**src/hw/mafl_pkg.sv**
```systemverilog
`default_nettype none
package mafl_pkg;
  // --------------------------------------------------------------------------
  // register offsets
  // --------------------------------------------------------------------------
  localparam logic [7:0]  MASK_FLAGS_OFS  = 8'h06;
  localparam logic [7:0]  ALERT_LIMIT_OFS = 8'h07;
  localparam logic [7:0]  CONFIG_OFS      = 8'h00;

  // --------------------------------------------------------------------------
  // field positions of the alert mask and flags register
  // --------------------------------------------------------------------------
  localparam int unsigned SHUNT_OVER_BIT  = 15;
  localparam int unsigned SHUNT_UNDER_BIT = 14;
  localparam int unsigned BUS_OVER_BIT    = 13;
  localparam int unsigned BUS_UNDER_BIT   = 12;
  localparam int unsigned POWER_OVER_BIT  = 11;
  localparam int unsigned CONV_ALERT_BIT  = 10;
  localparam int unsigned LIMIT_HIT_BIT   = 4;
  localparam int unsigned CONV_DONE_BIT   = 3;
  localparam int unsigned OVERFLOW_BIT    = 2;
  localparam int unsigned SENSE_INV_BIT   = 1;
  localparam int unsigned LATCH_BIT       = 0;

  // --------------------------------------------------------------------------
  // reset values and operating-mode field
  // --------------------------------------------------------------------------
  localparam logic [15:0] MASK_FLAGS_RST  = 16'h0000;
  localparam logic [15:0] ALERT_LIMIT_RST = 16'h0000;
  localparam logic [15:0] CTRL_WR_MASK    = 16'hFC03;
  localparam logic [2:0]  MODE_OFF_A      = 3'h0;
  localparam logic [2:0]  MODE_OFF_B      = 3'h4;
  localparam int unsigned MODE_CONT_BIT   = 2;
  localparam logic        CONT_MODE_RST   = 1'b1;
endpackage
`default_nettype wire

```
**src/hw/mafl_alert.sv**
```systemverilog
`timescale 1ns/1ps
`default_nettype none
// Functional notes
// - power above limit asserts alert when power over-limit enable set
// - conversion-done alert enable asserts alert when done flag sets
// - one limit function drives alert; conversion-done may add to it
// - latched limit-hit flag clears only on a mask/flags register read
// - transparent limit-hit clears after a later conversion with no alert
// - done flag sets only after conversions, averaging, multiplications finish
// - single-shot: done flag clears on non-off config write or mask read
// - math overflow sets overflow flag marking results possibly invalid
// - sense-invert bit 1 active-high output, 0 active-low default
// - latch bit 1 latches output and flags, 0 transparent default
// - transparent: output and flags idle once fault is gone
// - latched: output and flags stay active until mask/flags read
// - highest enabled bit among 15..11 chooses compared measurement
// - shunt over/under enables compare shunt result above/below limit
// - bus over/under enables compare bus result above/below limit
// - separate 16-bit limit register holds compared value
module mafl_alert (
  // clock and reset
  input  wire logic        i_clk,
  input  wire logic        i_rst,
  // register access from the serial interface
  input  wire logic        i_reg_wr,
  input  wire logic        i_reg_rd,
  input  wire logic [7:0]  i_reg_addr,
  input  wire logic [15:0] i_reg_wdata,
  output logic      [15:0] o_reg_rdata,
  // conversion engine
  input  wire logic        i_conv_done,
  input  wire logic        i_math_ovf,
  input  wire logic [15:0] i_shunt_val,
  input  wire logic [15:0] i_bus_val,
  input  wire logic [15:0] i_power_val,
  // open-drain alert pin
  output logic             o_alert_out,
  output logic             o_alert_oe_n
);
  // --------------------------------------------------------------------------
  // state
  // --------------------------------------------------------------------------
  logic [15:0] ctrl_r, ctrl_nxt;
  logic [15:0] limit_r, limit_nxt;
  logic        limit_hit_flag_r, limit_hit_flag_nxt;
  logic        conv_done_flag_r, conv_done_flag_nxt;
  logic        math_overflow_flag_r, math_overflow_flag_nxt;
  logic        cont_mode_r, cont_mode_nxt;
  logic        cmp_hit;
  logic        mask_rd;
  logic        cfg_wr;
  logic        alert_act;

  // signed compare used by the shunt and bus limit tests
  function automatic logic above(input logic [15:0] a, input logic [15:0] b);
    above = $signed(a) > $signed(b);
  endfunction

  // --------------------------------------------------------------------------
  // limit comparison, highest enable wins
  // --------------------------------------------------------------------------
  always_comb begin
    cmp_hit = 1'b0;
    if (ctrl_r[mafl_pkg::SHUNT_OVER_BIT]) begin
      cmp_hit = above(i_shunt_val, limit_r);
    end else if (ctrl_r[mafl_pkg::SHUNT_UNDER_BIT]) begin
      cmp_hit = above(limit_r, i_shunt_val);
    end else if (ctrl_r[mafl_pkg::BUS_OVER_BIT]) begin
      cmp_hit = above(i_bus_val, limit_r);
    end else if (ctrl_r[mafl_pkg::BUS_UNDER_BIT]) begin
      cmp_hit = above(limit_r, i_bus_val);
    end else if (ctrl_r[mafl_pkg::POWER_OVER_BIT]) begin
      cmp_hit = i_power_val > limit_r; // power is unsigned
    end
  end

  assign mask_rd = i_reg_rd && (i_reg_addr == mafl_pkg::MASK_FLAGS_OFS);
  assign cfg_wr  = i_reg_wr && (i_reg_addr == mafl_pkg::CONFIG_OFS);

  // --------------------------------------------------------------------------
  // next values of registers and flags; a set beats a same-cycle clear
  // --------------------------------------------------------------------------
  always_comb begin
    ctrl_nxt               = ctrl_r;
    limit_nxt              = limit_r;
    cont_mode_nxt          = cont_mode_r;
    limit_hit_flag_nxt     = limit_hit_flag_r;
    conv_done_flag_nxt     = conv_done_flag_r;
    math_overflow_flag_nxt = math_overflow_flag_r;
    if (i_reg_wr && i_reg_addr == mafl_pkg::MASK_FLAGS_OFS) begin
      ctrl_nxt = i_reg_wdata & mafl_pkg::CTRL_WR_MASK;
    end else if (i_reg_wr && i_reg_addr == mafl_pkg::ALERT_LIMIT_OFS) begin
      limit_nxt = i_reg_wdata;
    end
    if (cfg_wr) begin
      cont_mode_nxt = i_reg_wdata[mafl_pkg::MODE_CONT_BIT];
    end
    // limit-hit flag: latched clears by read only, transparent by clean result
    if (ctrl_r[mafl_pkg::LATCH_BIT]) begin
      if (mask_rd) begin
        limit_hit_flag_nxt = 1'b0;
      end
      if (i_conv_done && cmp_hit) begin
        limit_hit_flag_nxt = 1'b1;
      end
    end else if (i_conv_done) begin
      limit_hit_flag_nxt = cmp_hit;
    end
    // done flag: single-shot clears on read or non-off config write
    if (mask_rd || (cfg_wr && !cont_mode_r && i_reg_wdata[2:0] != mafl_pkg::MODE_OFF_A
        && i_reg_wdata[2:0] != mafl_pkg::MODE_OFF_B)) begin
      conv_done_flag_nxt = 1'b0;
    end
    if (i_conv_done) begin
      conv_done_flag_nxt = 1'b1; // engine pulses only after all math
    end
    // overflow flag follows fault when transparent, holds when latched
    if (!ctrl_r[mafl_pkg::LATCH_BIT] && i_conv_done) begin
      math_overflow_flag_nxt = i_math_ovf;
    end else if (mask_rd && ctrl_r[mafl_pkg::LATCH_BIT]) begin
      math_overflow_flag_nxt = 1'b0;
    end
    if (i_math_ovf) begin
      math_overflow_flag_nxt = 1'b1;
    end
  end

  // --------------------------------------------------------------------------
  // register stage
  // --------------------------------------------------------------------------
  always_ff @(posedge i_clk or posedge i_rst) begin
    if (i_rst) begin
      ctrl_r               <= mafl_pkg::MASK_FLAGS_RST;
      limit_r              <= mafl_pkg::ALERT_LIMIT_RST;
      cont_mode_r          <= mafl_pkg::CONT_MODE_RST;
      limit_hit_flag_r     <= 1'b0;
      conv_done_flag_r     <= 1'b0;
      math_overflow_flag_r <= 1'b0;
    end else begin
      ctrl_r               <= ctrl_nxt;
      limit_r              <= limit_nxt;
      cont_mode_r          <= cont_mode_nxt;
      limit_hit_flag_r     <= limit_hit_flag_nxt;
      conv_done_flag_r     <= conv_done_flag_nxt;
      math_overflow_flag_r <= math_overflow_flag_nxt;
    end
  end

  // --------------------------------------------------------------------------
  // read data and alert pin
  // --------------------------------------------------------------------------
  always_comb begin
    o_reg_rdata = 16'h0000;
    if (i_reg_addr == mafl_pkg::MASK_FLAGS_OFS) begin
      o_reg_rdata = ctrl_r;
      o_reg_rdata[mafl_pkg::LIMIT_HIT_BIT] = limit_hit_flag_r;
      o_reg_rdata[mafl_pkg::CONV_DONE_BIT] = conv_done_flag_r;
      o_reg_rdata[mafl_pkg::OVERFLOW_BIT]  = math_overflow_flag_r;
    end else if (i_reg_addr == mafl_pkg::ALERT_LIMIT_OFS) begin
      o_reg_rdata = limit_r;
    end
  end

  // alert active from flags only, so latching follows the flags directly
  assign alert_act = limit_hit_flag_r
    || (ctrl_r[mafl_pkg::CONV_ALERT_BIT] && conv_done_flag_r);
  // pin is driven low when active with sense bit 0 or idle with sense bit 1, else released
  assign o_alert_out  = 1'b0;
  assign o_alert_oe_n = ~(alert_act ^ ctrl_r[mafl_pkg::SENSE_INV_BIT]);
endmodule // mafl_alert
`default_nettype wire

```
**config.mk**
```make
export PLATFORM = sky130hd
export DESIGN_NAME = mafl_alert
export DESIGN_NICKNAME = d
export VERILOG_FILES = /design/src/hw/mafl_pkg.sv /design/src/hw/mafl_alert.sv
export SDC_FILE = /design/constraint.sdc
export NUM_CORES = 1
export LEC_CHECK = 0
export BUFFER_PORTS_ARGS = -buffer_cell sky130_fd_sc_hd__buf_2
export CORE_ASPECT_RATIO = 0.6
export CORE_MARGIN = 4
export CORE_UTILIZATION = 51
export DETAILED_ROUTE_END_ITERATION = 7
export GPL_TIMING_DRIVEN = 1
export PLACE_DENSITY = 0.81
export SLEW_MARGIN = 20
export SYNTH_ARGS = -nofsm -noshare
export SYNTH_HDL_FRONTEND = slang
export SYNTH_SLANG_ARGS = --single-unit
```
**constraint.sdc**
```tcl
create_clock -name i_clk -period 2.4 [get_ports i_clk]
set_input_delay 0 -clock i_clk [delete_from_list [all_inputs] [get_ports i_clk]]
set_output_delay 0 -clock i_clk [all_outputs]
set_load 0.005 [all_outputs]
```
### Yosys cells after proc, flatten, opt, wreduce, memory -nomap -nowiden

Cells that the tools add are included.

| storage, ports and cells | value |
|---|---|
| flip-flop bits (word level) | 28 |
| bits in latches | 0 |
| bits in writable memories | 0 |
| bits in read-only memories | 0 |
| input bits | 78 |
| output and inout bits | 18 |
| memories kept | 0 |

| cells by class | value |
|---|---|
| add/sub/neg operators | 0 |
| $mul | 0 |
| divide/modulo/power cells | 0 |
| $lt $le $gt $ge | 5 |
| equal/unequal tests | 4 |
| shift-type cells | 0 |
| muxes and demuxes | 16 |
| bitwise operators | 3 |
| reduce and logical (&&, ||, !) cells | 22 |

Operators by type and width:

| operator | number |
|---|---|
| greater-than comparator 16 bit | 5 |
| 2-to-1 mux 16 bit | 2 |
| equality test 8 x 3 -> 1 bit (second input constant) | 2 |
| 2-to-1 mux 1 bit | 14 |
| logical AND 1 bit | 11 |
| zero test 8 bit | 1 |
| nonzero test 3 bit | 2 |
| AND reduction 2 bit | 2 |
| nonzero test 2 bit | 2 |
| inequality test 3 x 1 -> 1 bit (second input constant) | 1 |
| inequality test 3 bit (second input constant) | 1 |
| zero test 1 bit | 2 |
| logical OR 1 bit | 2 |
| inverter 1 bit | 2 |
| XOR 1 bit | 1 |

### Longest topological paths before layout

| depth | value |
|---|---|
| depth after elaboration | 9 |
| depth in mapped cells | 8 |
| gate-level depth less buffers | 8 |

### Worst setup path before layout

No wires, ideal clock.

| path | value |
|---|---|
| kind | register to register |
| start point | reg limit_r[15] |
| end point | reg limit_hit_flag_r |
| setup time | 0.087 ns |
| data arrival time | 1.910 ns |
| slack | 0.403 ns |
| stages on the path, launching flop included | 7 |
| buffers on the path | 0 |
| period minus slack after synthesis | 1.997 ns |
| cells stage by stage | dfrtp_1 > ha_1 > nand4_1 > a2111o_1 > nand4_1 > or3b_1 > o211ai_1 |

| on the way | value |
|---|---|
| cells in the longest elaborated chain, start to end | 9 |

Ends and longest elaborated chain:

| what | RTL line | source |
|---|---|---|
| from (decl) | mafl_alert.sv:44 | `logic [15:0] limit_r, limit_nxt;` |
| from (signal assigned) | mafl_alert.sv:134 | `limit_r <= mafl_pkg::ALERT_LIMIT_RST;` |
| from (signal assigned) | mafl_alert.sv:141 | `limit_r <= limit_nxt;` |
| greater-than comparator 16 bit | mafl_alert.sv:73 | `cmp_hit = i_power_val > limit_r;` |
| 2-to-1 mux 1 bit | mafl_alert.sv:72 | `end else if (ctrl_r[mafl_pkg::POWER_OVER_BIT]) begin` |
| 2-to-1 mux 1 bit | mafl_alert.sv:70 | `end else if (ctrl_r[mafl_pkg::BUS_UNDER_BIT]) begin` |
| 2-to-1 mux 1 bit | mafl_alert.sv:68 | `end else if (ctrl_r[mafl_pkg::BUS_OVER_BIT]) begin` |
| 2-to-1 mux 1 bit | mafl_alert.sv:66 | `end else if (ctrl_r[mafl_pkg::SHUNT_UNDER_BIT]) begin` |
| 2-to-1 mux 1 bit * | mafl_alert.sv:64 | `if (ctrl_r[mafl_pkg::SHUNT_OVER_BIT]) begin` |
| logical AND 1 bit | mafl_alert.sv:103 | `if (i_conv_done && cmp_hit) begin` |
| inequality test 3 x 1 -> 1 bit (no line) or 2-to-1 mux 1 bit (tied branches) | -- |  |
| AND reduction 2 bit (no line) or 2-to-1 mux 1 bit (tied branches) | -- |  |
| to (signal assigned) | mafl_alert.sv:143 | `limit_hit_flag_r <= limit_hit_flag_nxt;` |
| to (decl) | mafl_alert.sv:45 | `logic limit_hit_flag_r, limit_hit_flag_nxt;` |

Every way passes the cells marked *; elsewhere a longest branch is shown, timed or not. The select of a mux whose other input is x is not followed.
A chain may end at the register's enable or synchronous reset.

### Final worst setup path

Ends and elaborated chain as after synthesis.

==> run_results.csv <==
group,metric,value,unit
placed_design,port_buffers,94,
sta,fin_crit,2220,ps
final_layout,final_layout_size_suffix_gt1_share,32.8,%
synth,synth_edf_count,0,
critical_path,crit_fanout,5,
final_layout,multiInputGateArea,1820,sq um
die,ios,96,
final_layout,stdcell_area,3530,sq um
die,num_rows,20,
synth,yosysWarnings,0,
final_layout,antenna_cells,0,
clocking,cts_num_sinks,28,
power_and_ir_drop,p_leak,1.91,nW
final_layout,area_growth,29.2,%
sta,grt_setup_unrepaired,"false",
critical_path,r2r-start,"limit_r[15]$_DFFE_PP0P_",
synth,synthTopCellsByCount,"inv_1, ha_1, dfrtp_1",
critical_path,reg2regPathDepth,6,
sta,slew_viol_final,0,
clocking,cts_buffers,3,
critical_path,critPathLaunchType,"register",
clocking,cts_tree,"yes",
clocking,cts_buffer_depth,2,
power_and_ir_drop,power_density,354,nW/um^2
critical_path,rr_endpoint,"limit_hit_flag_r$_DFFE_PP0P_",
final_layout,utilization,68.9,%
synth,syn_inst,295,
critical_path,critPathArrivalTime,2420,ps
power_and_ir_drop,vdd_drop_max,0.224,mV
sta,setup_viol,0,
hold_path,hold_class,"in2reg",
routing,route.detailed.wl_per_inst,15.7,um
routing,ant_nets,0,
placed_design,place_hpwl,6130,um
placed_design,place_area,3270,sq um
synth,synth.cell_area,2740,sq um
final_layout,fill_cells,408,
placed_design,place_congestion,0.851,
clocking,path_clk_slew,100,ps
routing,vias,2593,
synth,synth.distinct_cells,52,
sta,fin_crit_sh,92.3,%
synth,yosys.area.top_type_share,24.7,%
clocking,root_buffer,"clkbuf_8",
synth,synth_area_leaders,"dfrtp_1, ha_1, inv_1",
die,die_w,103,um
routing,drc,0,
global_routing,grt-ovfl-total,0,
final_layout,nNetsFinal,536,
sta,skew,2.97,ps
critical_path,crit_path_end_kind,"register",
global_routing,first_global_vias,2535,
sta,hold_viol,0,
global_routing,grt_first_pass_wirelength,11900,um
synth,synth_ff_type,"dfrtp_1",
clocking,ctsHtreeMaxLevel,1,
die,die_y,64.7,um
routing,firstDrtPassIters,4,
clocking,clkLatencyLatePin,280,ps
sta,max_freq,451,MHz
critical_path,r2r_slack,180,ps
synth,async_flop_share,100,%
sta,tns,0,ps
final_layout,regArea,702,sq um
die,initial_core_util,53.3,%
synth,yosysMostFrequentCell,"inv_1",
routing,drtIter0Drc,154,
critical_path,critPathRequiredTime,2600,ps
hold_path,hold_end,"conv_done_flag_r$_DFFE_PP0P_",
synth,synth_nets,421,
synth,syn-mean-instance-area,9.28,sq um
global_routing,grt_max_degree,29,
global_routing,track_usage,22.6,%
die,core_area,5130,sq um
job,cap_violations,0,
hold_path,min_from,"i_reg_rd",
routing,vias_per_cell,5.46,
status,outcome,"finished, final reports clean",
critical_path,worst-setup-path-type,"reg2reg",
global_routing,antenna_found_initial,0,
routing,drt-total-wl,7440,um
die,die-area,6640,sq um
hold_path,hold-path-cell-count,3,
synth,ys_seq_area_share,25.7,%
synth,yosysTopAreaCell,"dfrtp_1",
synth,synth-seq-cells,28,
==> repair_timing <==
item,CTS,global route
gates resized for setup,0,0
endpoints found under the hold margin,54,0
hold buffers,19,0
buffers inserted,0,0
==> kinds of logic (layout without fill, tap and decap cells) <==
kind of cell | count (synthesis) | after routing | share of synthesized area, %
fa+ha+maj | 48 | 48 | 21.9
mux | 36 | 36 | 15.7
other cells | 1 | 1 | 0.137
buf+inv | 54 | 168 | 7.86
xor+xnor | 1 | 1 | 0.320
compound gates | 53 | 53 | 13.0
simple gates | 74 | 74 | 15.4
flops | 28 | 28 | 25.7
==> metal layers <==
layer | GRT usage (%) | routed length [um] | vias up
met2 | 35.9 | 3280 | 86
met1 | 33.5 | 3540 | 1216
li1 | - | - | 1286
met4 | 1.80 | 20 | 0
met3 | 3.66 | 603 | 5
met5 | 0 | 0 | -
==> worst max path at each step <==
| stage | from | to | slack [ps] | cells after the start |
|---|---|---|---|---|
| finish | limit_r[15]$_DFFE_PP0P_ | limit_hit_flag_r$_DFFE_PP0P_ | 180 | 6 |
| global route | limit_r[15]$_DFFE_PP0P_ | limit_hit_flag_r$_DFFE_PP0P_ | 70 | 6 |
| CTS | limit_r[15]$_DFFE_PP0P_ | limit_hit_flag_r$_DFFE_PP0P_ | 180 | 6 |
| detailed placement | limit_r[15]$_DFFE_PP0P_ | limit_hit_flag_r$_DFFE_PP0P_ | 220 | 6 |
| global placement | limit_r[15]$_DFFE_PP0P_ | limit_hit_flag_r$_DFFE_PP0P_ | 290 | 6 |
| floorplan | limit_r[15]$_DFFE_PP0P_ | limit_hit_flag_r$_DFFE_PP0P_ | 400 | 6 |
==> metrics by stage <==
| step | setup WS (ps) | hold slack [ps] | total power, mW | std cells |
|---|---|---|---|---|
| after detailed placement | 219 | 85.9 | 0.856 | 452 |
| after CTS | 185 | 38.2 | 1.26 | 475 |
| final | 185 | 39.5 | 1.25 | 475 |
| after global routing | 67.9 | 46.4 | 1.33 | 475 |
| after global placement | 294 | 82.2 | 0.841 | 452 |
| after floorplan | 403 | 64.7 | 0.721 | 295 |
==> flip-flops by register name (all words and copies together) (netlist names) <==
signal and count:
limit_r 16, conv_done_flag_r 1, math_overflow_flag_r 1, cont_mode_r 1, ctrl_r 8, limit_hit_flag_r 1
==> cells in the final DEF, fill, tap and decap left out, drive strengths merged, types with 3 or more instances in the layout <==
master       instances
nand3                5
nor2                18
dfrtp               27
a21oi               20
mux2                25
nand4               11
ha                  48
nand2               15
o21ai                4
o211ai               4
a41oi                3
a21o                 3
clkbuf               3
buf                 96
nor2b                6
dlygate4sd3         19
inv                 49
mux2i               11
nor3                 7
==> power breakdown <==
part           switching (mW)  internal (mW)  leakage (nW)  total [mW]
logic                   0.167          0.179          1.50       0.346
registers              0.0328          0.496         0.374       0.529
clock network           0.154          0.224        0.0357       0.378
==> layout make-up <==
cell class                 instances  area share [%]
sequential                        28            19.9
clock inverter                     1           0.850
multi-input combinational        213            51.5
timing repair buffer             115            19.1
clock buffer                       3            1.17
inverter                          49            5.20
tap                               66            2.34
==> worst max-delay path: stages (launching register included) <==
cell      delay (ps)
dfrtp_1          440
ha_1             370
nand4_1          210
a2111o_1         490
nand4_1          100
or3b_1           350
o211ai_1         180
(Power assumes the default switching activity.)
